<file path="config.mk">
export PLATFORM = sky130hd
export DESIGN_NAME = sirt_top
export DESIGN_NICKNAME = d
export VERILOG_FILES = /design/src/hdl/sirt_pkg.sv /design/src/hdl/sirt_top.sv
export SDC_FILE = /design/constraint.sdc
export NUM_CORES = 1
export LEC_CHECK = 0
export BUFFER_PORTS_ARGS = -buffer_cell sky130_fd_sc_hd__clkbuf_2
export CORE_ASPECT_RATIO = 0.6
export CORE_MARGIN = 2
export CORE_UTILIZATION = 51
export DETAILED_ROUTE_END_ITERATION = 12
export GPL_ROUTABILITY_DRIVEN = 1
export PLACE_DENSITY = 0.67
export SETUP_SLACK_MARGIN = 0.2
export SLEW_MARGIN = 20
export SYNTH_ARGS = -nofsm -noshare
export SYNTH_HDL_FRONTEND = slang
export SYNTH_HIERARCHICAL = 1
export SYNTH_SLANG_ARGS = --single-unit
</file>
<file path="constraint.sdc">
create_clock -name pclk -period 5.65 [get_ports pclk]
set_input_delay 0.565 -clock pclk [delete_from_list [all_inputs] [get_ports pclk]]
set_output_delay 0.565 -clock pclk [all_outputs]
set_load 0.1 [all_outputs]
</file>
<file path="src/hdl/sirt_pkg.sv">
`default_nettype none
package sirt_pkg;
  // ---------------------------------------------------------------
  // Register map
  // ---------------------------------------------------------------
  localparam int          ADDR_W        = 12;
  localparam logic [11:0] BASE_OFF      = 12'h064;
  localparam logic [11:0] STAT_OFF      = 12'h068;
  localparam int          BASE_LSB      = 11;
  localparam int          FAULT_BIT     = 31;
  localparam int          EPOCH_LSB     = 16;
  localparam int          EPOCH_W       = 8;
  localparam int          CNT_LSB       = 2;
  localparam int          CNT_W         = 9;
  localparam logic [20:0] BASE_RST      = 21'h000000;
  localparam logic [7:0]  EPOCH_RST     = 8'h00;
  localparam logic [8:0]  CNT_RST       = 9'h000;
  localparam logic [8:0]  CNT_MAX       = 9'h1ff;
  localparam logic [31:0] STAT_RSVD     = 32'h7f00f803;
  // ---------------------------------------------------------------
  // Receive buffering
  // ---------------------------------------------------------------
  localparam int          FIFO_DEPTH    = 16;
  localparam int          QUAD_W        = 32;

  typedef struct packed {
    logic [31:0] addr;
    logic [31:0] data;
  } sirt_mem_wr_t;
endpackage
`default_nettype wire

</file>
<file path="src/hdl/sirt_top.sv">
// Overview of operation
// - Pointer is the 2K-byte aligned host base for identity packets.
// - Pointer bits 31 to 11 are written and read back by software.
// - Pointer bits 10 to 0 ignore writes and always read zero.
// - Status bit 31 is set when the latest reception saw any error.
// - While that fault bit is set the buffer contents are undefined.
// - A clean reception clears the fault bit; only hardware changes it.
// - Data errors and failed host writes both raise the fault bit.
// - Status bits 23 to 16 count bus resets, one step per reset.
// - That epoch counter wraps from 255 to zero.
// - Status bits 10 to 2 give the quadlets written this reception.
// - That count stops at 511; quadlets past the 511th are dropped unwritten.
// - The count returns to zero when a new reception starts.
// - Status bits 30 to 24, 15 to 11 and 1 to 0 read as zero.
// - Status sits at 0x68, is read-only and resets with a zero count.
//
`timescale 1ns/1ns
`default_nettype none

// -----------------------------------------------------------------
// Quadlet FIFO
// -----------------------------------------------------------------
module sirt_fifo #(
  parameter int W = 32,
  parameter int D = 16
) (
  input  wire logic         clk,
  input  wire logic         rst_n,
  input  wire logic         in_valid,
  output var  logic         in_ready,
  input  wire logic [W-1:0] in_data,
  output logic              out_valid,
  input  wire logic         out_ready,
  output logic [W-1:0]      out_data
);
  localparam int AW = $clog2(D);
  localparam logic [AW:0] FULL = (AW+1)'(D);

  logic [W-1:0]  mem_q [D];
  logic [AW-1:0] wp_q;
  logic [AW-1:0] rp_q;
  logic [AW:0]   cnt_q;
  logic [AW:0]   cnt_d;
  logic          push;
  logic          pop;

  assign push      = in_valid & in_ready;
  assign pop       = out_valid & out_ready;
  assign out_valid = (cnt_q != '0);
  assign out_data  = mem_q[rp_q];

  always_comb begin
    cnt_d = cnt_q;
    if (push & ~pop) begin
      cnt_d = cnt_q + 1'b1;
    end else if (pop & ~push) begin
      cnt_d = cnt_q - 1'b1;
    end
  end

  always_ff @(posedge clk or negedge rst_n) begin
    if (!rst_n) begin
      wp_q     <= '0;
      rp_q     <= '0;
      cnt_q    <= '0;
      in_ready <= 1'b0;
    end else begin
      cnt_q    <= cnt_d;
      // Registered so the link sees a flop, costs no throughput
      in_ready <= (cnt_d != FULL);
      if (push) begin
        wp_q <= wp_q + 1'b1;
      end
      if (pop) begin
        rp_q <= rp_q + 1'b1;
      end
    end
  end

  always_ff @(posedge clk) begin
    if (push) begin
      mem_q[wp_q] <= in_data;
    end
  end
endmodule // sirt_fifo

// -----------------------------------------------------------------
// Identity receive tracker
// -----------------------------------------------------------------
module sirt_top #(
  parameter int FIFO_D = sirt_pkg::FIFO_DEPTH
) (
  input  wire logic                    pclk,
  input  wire logic                    presetn,
  input  wire logic                    psel,
  input  wire logic                    penable,
  input  wire logic                    pwrite,
  input  wire logic [sirt_pkg::ADDR_W-1:0] paddr,
  input  wire logic [31:0]             pwdata,
  output var  logic [31:0]             prdata,
  output var  logic                    pready,
  output var  logic                    pslverr,
  input  wire logic                    bus_reset_seen,
  input  wire logic                    rx_start,
  input  wire logic                    rx_end,
  input  wire logic                    rx_error,
  input  wire logic                    rx_valid,
  output logic                         rx_ready,
  input  wire logic [31:0]             rx_data,
  output var  logic                    mem_req,
  output var  sirt_pkg::sirt_mem_wr_t  mem_wr,
  input  wire logic                    mem_ack,
  input  wire logic                    mem_err
);
  import sirt_pkg::*;

  typedef enum logic {WR_IDLE, WR_BUSY} sirt_wr_state_t;

  logic [20:0]        base_q;
  logic               fault_q;
  logic [EPOCH_W-1:0] epoch_q;
  logic [CNT_W-1:0]   cnt_q;
  logic               err_acc_q;
  logic               end_pend_q;
  sirt_wr_state_t     wr_q;
  logic               fq_valid;
  logic               fq_pop;
  logic [31:0]        fq_data;
  logic               finish;
  logic               acc_ok;
  logic               setup;
  logic [31:0]        base_word;
  logic [31:0]        stat_word;

  // ---------------------------------------------------------------
  // Quadlet buffering
  // ---------------------------------------------------------------
  sirt_fifo #(
    .W (QUAD_W),
    .D (FIFO_D)
  ) u_fifo (
    .clk       (pclk),
    .rst_n     (presetn),
    .in_valid  (rx_valid),
    .in_ready  (rx_ready),
    .in_data   (rx_data),
    .out_valid (fq_valid),
    .out_ready (fq_pop),
    .out_data  (fq_data)
  );

  // ---------------------------------------------------------------
  // APB slave
  // ---------------------------------------------------------------
  assign setup     = psel & penable & ~pready;
  assign base_word = {base_q, 11'h000};
  assign stat_word = {fault_q, 7'h00, epoch_q, 5'h00,
                      cnt_q, 2'h0};

  always_ff @(posedge pclk or negedge presetn) begin
    if (!presetn) begin
      pready  <= 1'b0;
      pslverr <= 1'b0;
      prdata  <= 32'h00000000;
    end else begin
      pready  <= setup;
      pslverr <= 1'b0;
      prdata  <= 32'h00000000;
      if (setup) begin
        if (paddr == BASE_OFF) begin
          prdata <= base_word;
        end else if (paddr == STAT_OFF) begin
          prdata <= pwrite ? 32'h00000000 : stat_word;
        end else begin
          pslverr <= 1'b1;
        end
      end
    end
  end

  // Write lands at the completing edge, when the master sees pready
  always_ff @(posedge pclk or negedge presetn) begin
    if (!presetn) begin
      base_q <= BASE_RST;
    end else if (psel & penable & pready & pwrite & (paddr == BASE_OFF)) begin
      base_q <= pwdata[31:BASE_LSB];
    end
  end

  // ---------------------------------------------------------------
  // Bus reset epoch
  // ---------------------------------------------------------------
  always_ff @(posedge pclk or negedge presetn) begin
    if (!presetn) begin
      epoch_q <= EPOCH_RST;
    end else if (bus_reset_seen) begin
      epoch_q <= epoch_q + 1'b1;
    end
  end

  // ---------------------------------------------------------------
  // Host memory writer
  // ---------------------------------------------------------------
  assign fq_pop = (wr_q == WR_IDLE) & fq_valid & ~rx_start;
  assign acc_ok = (wr_q == WR_BUSY) & mem_ack;

  always_ff @(posedge pclk or negedge presetn) begin
    if (!presetn) begin
      wr_q    <= WR_IDLE;
      mem_req <= 1'b0;
      mem_wr  <= '0;
    end else begin
      case (wr_q)
        WR_IDLE: begin
          // Quadlets past the 511th are dropped rather than wrapped onto the header
          if (fq_pop && cnt_q != CNT_MAX) begin
            mem_req     <= 1'b1;
            mem_wr.addr <= base_word
                           | {21'h000000, cnt_q, 2'h0};
            mem_wr.data <= fq_data;
            wr_q        <= WR_BUSY;
          end
        end
        WR_BUSY: begin
          if (mem_ack) begin
            mem_req <= 1'b0;
            wr_q    <= WR_IDLE;
          end
        end
        default: begin
          mem_req <= 1'b0;
          wr_q    <= WR_IDLE;
        end
      endcase
    end
  end

  // ---------------------------------------------------------------
  // Quadlet count and fault tracking
  // ---------------------------------------------------------------
  assign finish = end_pend_q & ~fq_valid & (wr_q == WR_IDLE);

  always_ff @(posedge pclk or negedge presetn) begin
    if (!presetn) begin
      cnt_q <= CNT_RST;
    end else if (rx_start) begin
      cnt_q <= CNT_RST;
    end else if (acc_ok) begin
      cnt_q <= cnt_q + 1'b1;
    end
  end

  always_ff @(posedge pclk or negedge presetn) begin
    if (!presetn) begin
      err_acc_q  <= 1'b0;
      end_pend_q <= 1'b0;
    end else begin
      if ((rx_end & rx_error) | (acc_ok & mem_err)
          | (fq_pop & (cnt_q == CNT_MAX))) begin
        err_acc_q <= 1'b1;
      end else if (rx_start) begin
        err_acc_q <= 1'b0;
      end
      if (rx_end) begin
        end_pend_q <= 1'b1;
      end else if (rx_start | finish) begin
        end_pend_q <= 1'b0;
      end
    end
  end

  // Buffer contents are not to be trusted while this reads one
  always_ff @(posedge pclk or negedge presetn) begin
    if (!presetn) begin
      fault_q <= 1'b0;
    end else if (finish) begin
      fault_q <= err_acc_q;
    end
  end
endmodule // sirt_top
`default_nettype wire

</file>
# Word level (Yosys, flattened, before mapping)
# Memories as Yosys holds them, arrays and structs flattened. A register that Yosys moved wholly into a read port is not among the register bits.
# Index checks and enable logic that the tools add are counted.
dict set report totals {
  register_bits 123
  ram_bits 512
  in_bits 88
  elab_cells 88
  mem_count 1
}
# memory depth width read_ports rd_ports_with_merged_regs wr line
set memory_table {}
lappend memory_table {u_fifo.mem_q 16 32 1 1 1 sirt_top.sv:39} ;# logic [W-1:0] mem_q [D];
dict set report op_classes {
  n_addsub 6
  n_eq_ne 7
  muxes 23
  bitwise_logic 27
  n_reduce_logical 8
}
# operator n
set op_table {}
lappend op_table {{$mux W32} 4}
lappend op_table {{$or A32 B11 Y32} 1}
lappend op_table {{$eq A12 B7 Y1 const B} 2}
lappend op_table {{$mux W9} 2}
lappend op_table {{$and A1 B1 Y1} 17}
lappend op_table {{$mux W1} 13}
lappend op_table {{$mux W5} 2}
lappend op_table {{$add A9 B1 Y9 const B} 1}
lappend op_table {{$eq A9 B9 Y1 const B} 1}
lappend op_table {{$ne A9 B9 Y1 const B} 1}
lappend op_table {{$add A4 B1 Y4 const B} 2}
lappend op_table {{$add A8 B1 Y8 const B} 1}
lappend op_table {{$not A1 Y1} 6}
lappend op_table {{$reduce_bool A2 Y1} 3}
lappend op_table {{$add A5 B1 Y5 const B} 1}
lappend op_table {{$ne A5 B5 Y1 const B} 1}
lappend op_table {{$reduce_bool A5 Y1} 1}
lappend op_table {{$sub A5 B1 Y5 const B} 1}
lappend op_table {{$pmux W1 S2} 2}
lappend op_table {{$reduce_and A2 Y1} 2}
lappend op_table {{$or A1 B1 Y1} 3}
lappend op_table {{$ne A2 B1 Y1 const B} 1}
lappend op_table {{$ne A2 B2 Y1 const B} 1}
lappend op_table {{$logic_and A1 B1 Y1} 1}
lappend op_table {{$logic_not A1 Y1} 1}

# Logic depth before layout (Yosys ltp)
dict set report logic_depth {
  ltp_word 8
  depth_mapped 9
  mapped_depth_nobuf 8
}

# Cells and area by module
# The synthesis kept the hierarchy.
# module instances cells_per_inst area_per_inst_um2 seq_area_each_um2
set by_module_without_submodules {}
lappend by_module_without_submodules {sirt_fifo 1 795 20036.7 15725.1}
lappend by_module_without_submodules {sirt_top 1 355 5326.4 3428.3}

# Worst setup path before layout
# Ideal clock, no wire load.
dict set report synth_timing {
  kind {reg-to-reg}
  startpoint {register u_fifo.in_ready}
  endpoint {memory u_fifo.mem_q[10][0], enable pin}
  arrival_ps 2462
  required_time_ps 5258
  slack_ps 2796
  stages_incl_launch_ff 4
  synth_period_minus_slack_ps 2854
  cell_sequence {dfrtp_1 > nand2_1 > nor3b_1 > and2_1}
}
dict set report synth_between {
  elab_chain_cells 3
}
# item line
set synth_rtl {}
lappend synth_rtl {{start: declaration} sirt_top.sv:30} ;# output var logic in_ready,
lappend synth_rtl {{start signal: assignment} sirt_top.sv:70} ;# in_ready <= (cnt_d != FULL);
lappend synth_rtl {{$and A1 B1 Y1} sirt_top.sv:47} ;# assign push = in_valid & in_ready;
lappend synth_rtl {{$mux W1} sirt_top.sv:81} ;# if (push) begin
lappend synth_rtl {{$mux W1 (not written as such)} sirt_top.sv:82} ;# mem_q[wp_q] <= in_data;
lappend synth_rtl {{end: declaration} sirt_top.sv:39}
# No other way between the ends.

# Worst setup path in the final report
dict set report layout_timing {
  startpoint {register u_fifo.cnt_q[0]}
  endpoint {register mem_wr[61] (netlist bit)}
}
dict set report layout_between {
  elab_chain_cells 5
}
# item line
set layout_rtl {}
lappend layout_rtl {{start: declaration} sirt_top.sv:42} ;# logic [AW:0] cnt_q;
lappend layout_rtl {{start signal: assignment} sirt_top.sv:68} ;# cnt_q <= cnt_d;
lappend layout_rtl {{$reduce_bool A5 Y1} sirt_top.sv:49} ;# assign out_valid = (cnt_q != '0);
lappend layout_rtl {{net fq_valid} sirt_top.sv:126} ;# logic fq_valid;
lappend layout_rtl {{$and A1 B1 Y1 (2 in series)} sirt_top.sv:204} ;# assign fq_pop = (wr_q == WR_IDLE) & fq_valid & ~rx_start;
lappend layout_rtl {{net fq_pop} sirt_top.sv:127} ;# logic fq_pop;
lappend layout_rtl {{$logic_and A1 B1 Y1} sirt_top.sv:216} ;# if (fq_pop && cnt_q != CNT_MAX) begin
lappend layout_rtl {{$reduce_and A2 Y1 (no line)} -}
lappend layout_rtl {{end: declaration} sirt_top.sv:111} ;# output var sirt_pkg::sirt_mem_wr_t mem_wr,
# The timed path passes the listed nets, and every way through them passes these cells.
# A chain may end at the register's enable or synchronous reset.

==> impl_results.md <==
* Stage delay of the slowest cell on the critical path at approximately 0.76 ns
* Dominant synthesized flop cell: sky130_fd_sc_hd__edfxtp_1
* Clock transition time at the flip-flop clock pins of the worst setup and hold paths at roughly 0.06 ns
* Final antenna diode count at 0
* Type of element launching the critical path: flop
* Status: complete, but fails checks
* Share of synthesized area occupied by flip-flops and latches at ~76%
* Remaining Overflow, GRT at 0
* Count of mapped cells out of synthesis at between 1000 and 1500
* # clock sinks at between 600 and 700
* Post-place instance area at 0.0271 mm^2
* Slew at the pin closest to its max-slew limit at just over 0.9 ns
* LEAKAGE at roughly 10 nW
* Number of global-route vias before repair at ~12000
* Top Family by Delay on Critical Path: simple AND/OR/NAND/NOR gates
* 1st-pass router iterations at 6
* Layout cell share with drive strength beyond 1 at 39.9%
* Post-synthesis instance area at approximately 0.025 mm^2
* Total of warnings raised by yosys at 6
* Most area-consuming cells after synthesis: sky130_fd_sc_hd__edfxtp_1, sky130_fd_sc_hd__dfrtp_1, sky130_fd_sc_hd__mux4_2, sky130_fd_sc_hd__mux2_2, sky130_fd_sc_hd__mux2_4
* Share of async-settable or async-resettable flops after synthesis at between 20% and 30%
* Peak Freq at 301 MHz
* Die W at 292 um
* Final Max Tran Viols at 0
* Count of antenna-violating nets left after detailed routing at 0
* Setup CP Type: reg -> reg
* Arrival time at the worst endpoint at around 3.8 ns
* Root Buffer: sky130_fd_sc_hd__clkbuf_16
* Maximum number of pins on one net before global-route repair at 90
* Number of maximum-capacitance violations at 0
* Layout Nets at around 1400
* Count of final hold-check violations at 2
* Biggest area consumer among synthesized cells: sky130_fd_sc_hd__edfxtp_1
* Unrepaired setup endpoints after global routing: false
* First DRT Iteration DRCs at 844
* Fill cell instance count of the final layout at roughly 3500
* Effective utilization at floorplan at about 50%
* Drt wl/cell at 25.5 um
* Die Footprint at 0.0516 mm^2
* Buffers on Ports at 172
* Antenna violations before repair at 0
* Die height at between 150 and 200 um
* Number of buffers added by the clock tree synthesis step at 58
* Layout-stage area growth over the synthesis result at 14.2%
* Post-CTS Setup Repair Bufs at 0
* Number of hold buffers added after CTS at 0
* Worst hold path class: in -> async
* Worst Path Max Fanout at 49
* WL final at 52.1 mm
* Number of vias after detailed routing at roughly 12000
* Post-cts gate resize count at 0
* Number of buffers between clock root and the deepest sink at 3
* Final TNS setup at 0 ns
* Clock period minus final worst setup slack at 3.32 ns
* Core area at around 0.049 mm^2
* Cell with the biggest individual delay on the critical path: sky130_fd_sc_hd__nor3b_1
* Fin Clk Skew at about 0.02 ns
* Count of unique library cells instantiated by Yosys at 53
* CP Buf/Inv Count at 2
* Mean Syn Cell Area at ~22 um^2
* Reg2Reg Setup Slack at 2.33 ns
* Critical Path, Cell by Cell: inv_1 > ha_1 > or4b_4 > nor3b_1 > nor2b_4 > buf_12 > mux2_2
* Minimum hold slack at -0.00103 ns
* Detailed-route DRC error count at 0
* Max-slew headroom at the worst pin at approximately 38%
* First-pass GRT wire length at about 78 mm
* CP required at 6.12 ns
* Vias per Instance at between 5 and 6
* Final number of setup-violating endpoints at 0
* Final Cell Area at a little under 0.03 mm^2
* Placed insts at just under 2000
* CTS tree: yes
* Overall fraction of global-route tracks in use at between 20% and 30%
* Flops & latches, synth at approximately 660
* Worst ir drop on vdd at between 0.0002 and 0.0003 V
* Ports placed on the boundary at 188
* Placement Rows at 63
* Endpoint kind of the worst setup timing path: flop
* Register area at ~0.019 mm^2
* Power per cell area at approximately 500 mW/mm^2
* Maximum level of the CTS H-tree at 2
* Final cell count without fillers at ~2000
* Period utilisation layout at around three fifths
* Share of Yosys cell area claimed by the top area cell type at between 60 and 70%
* Violations in the final reports: negative hold slack
* GP Congestion at around 0.74
* Post-synth EDFFs at approximately 510
* Area of the multi-input gates at roughly 0.006 mm^2
* Hpwl dp at between 20 and 30 mm
* Insertion delay to the later sink of the worst-skew pair at 0.59 ns
* Finished Core Util at roughly 59%
[sequential cells by signal, indices dropped and copies added (netlist names), 5 cells and up]
name and flops:
u_fifo/mem_q 512, prdata 30, u_fifo/cnt_q 5, mem_wr 62, epoch_q 8, base_q 21, cnt_q 9
[placed cells by master, fill, tap and decap left out, types with 8 or more instances in the layout]
cell type                   instances
sky130_fd_sc_hd__a21oi_1           10
sky130_fd_sc_hd__a22o_1             9
sky130_fd_sc_hd__and2_1            23
sky130_fd_sc_hd__and2_2            12
sky130_fd_sc_hd__buf_4             20
sky130_fd_sc_hd__bufinv_16          8
sky130_fd_sc_hd__clkbuf_1          14
sky130_fd_sc_hd__clkbuf_16         58
sky130_fd_sc_hd__clkbuf_2         171
sky130_fd_sc_hd__clkinv_1          10
sky130_fd_sc_hd__dfrtp_1          147
sky130_fd_sc_hd__edfxtp_1         512
sky130_fd_sc_hd__ha_1              10
sky130_fd_sc_hd__inv_1             10
sky130_fd_sc_hd__mux2_2            66
sky130_fd_sc_hd__mux2_4            20
sky130_fd_sc_hd__mux4_2           160
sky130_fd_sc_hd__nand2_1           14
sky130_fd_sc_hd__nand3_1            9
sky130_fd_sc_hd__nand4_1            9
sky130_fd_sc_hd__xnor2_1           13
sky130_fd_sc_hd__xor2_1             8
[report_power, final]
group,internal [mW],switching (mW)
sequential,5.88,0.452
combinational,1.71,2.43
clock,2.29,1.70
[kinds of logic (layout without fill, tap and decap cells)]
| kind of cell | Yosys count | count (layout) | synth area share, % |
|---|---|---|---|
| multiplexers | 246 | 246 | 18.3 |
| AND/OR/NAND/NOR | 106 | 106 | 2.65 |
| XOR/XNOR | 21 | 21 | 0.725 |
| AO/OA/AOI/OAI | 35 | 35 | 1.07 |
| other | 1 | 4 | 0.0148 |
| flip-flops | 663 | 663 | 75.5 |
| adder cells (fa/ha/maj) | 10 | 10 | 0.493 |
| buffers and inverters | 68 | 312 | 1.21 |
[metrics by stage]
step                hold slack (ns)  power (mW)  setup slack (ns)
floorplan                     0.269        9.55              2.80
global placement              0.466        10.6              2.37
detailed placement            0.480        10.7              2.32
CTS                          0.0113        14.7              2.30
global route                 0.0319        15.1              2.05
finish                     -0.00103        14.5              2.33
[final cells by class]
cell class                 count  area share [%]
sequential                   663            66.1
multi-input combinational    422            20.5
clock buffer                  75            5.33
timing repair buffer         196            3.79
tap                          650            2.81
clock inverter                31            1.27
inverter                      10           0.130
[synth_stat cells (2+ instances only)]
cell type and n:
sky130_fd_sc_hd__xor2_1 8, sky130_fd_sc_hd__or4_1 2, sky130_fd_sc_hd__or3_1 3, sky130_fd_sc_hd__o31ai_1 2, sky130_fd_sc_hd__o21ai_0 4, sky130_fd_sc_hd__xnor2_1 13, sky130_fd_sc_hd__nand2_1 14, sky130_fd_sc_hd__mux2_4 20
sky130_fd_sc_hd__mux2_2 66, sky130_fd_sc_hd__nor2_1 7, sky130_fd_sc_hd__a21oi_1 10, sky130_fd_sc_hd__buf_2 16, sky130_fd_sc_hd__nand4_1 9, sky130_fd_sc_hd__or4b_1 2, sky130_fd_sc_hd__a22o_1 9, sky130_fd_sc_hd__nor3b_1 2
sky130_fd_sc_hd__mux4_2 160, sky130_fd_sc_hd__and3_1 6, sky130_fd_sc_hd__and2_1 35, sky130_fd_sc_hd__nand3_1 9, sky130_fd_sc_hd__buf_4 4, sky130_fd_sc_hd__dfrtp_1 151, sky130_fd_sc_hd__clkbuf_1 26, sky130_fd_sc_hd__edfxtp_1 512
sky130_fd_sc_hd__buf_6 2, sky130_fd_sc_hd__or4_4 2, sky130_fd_sc_hd__buf_1 9, sky130_fd_sc_hd__inv_1 10, sky130_fd_sc_hd__ha_1 10, sky130_fd_sc_hd__nor3_1 2, sky130_fd_sc_hd__nor2b_1 2, sky130_fd_sc_hd__a21o_1 2
[worst paths after layout]
| path | from | end | depth (start not counted) |
|---|---|---|---|
| worst max-delay path | u_fifo/cnt_q[0]$_DFF_PN0_ | mem_wr[61]$_DFFE_PN0P_ | 7 |
| worst min-delay path | presetn | base_q[18]$_DFFE_PN0P_ | 1 |
| worst max register to register | u_fifo/cnt_q[0]$_DFF_PN0_ | mem_wr[61]$_DFFE_PN0P_ | 7 |
| worst min register to register | epoch_q[7]$_DFFE_PN0P_ | epoch_q[7]$_DFFE_PN0P_ | 1 |
| max in group asynchronous | presetn | u_fifo/rp_q[1]$_DFFE_PN0P_ | 2 |
| min in group pclk | rx_end | end_pend_q$_DFFE_PN0P_ | 2 |
[routing by layer]
metal	GRT usage [%]	share of wire (%)	up-vias	wire, um
met3	3.33	5.6	64	2920
met2	33.3	49	304	25600
met5	0	0	-	0
met4	3.89	1.4	0	705
li1	-	-	5090	-
met1	30.2	44	6393	23000
Power figures use the tool's default switching activity.
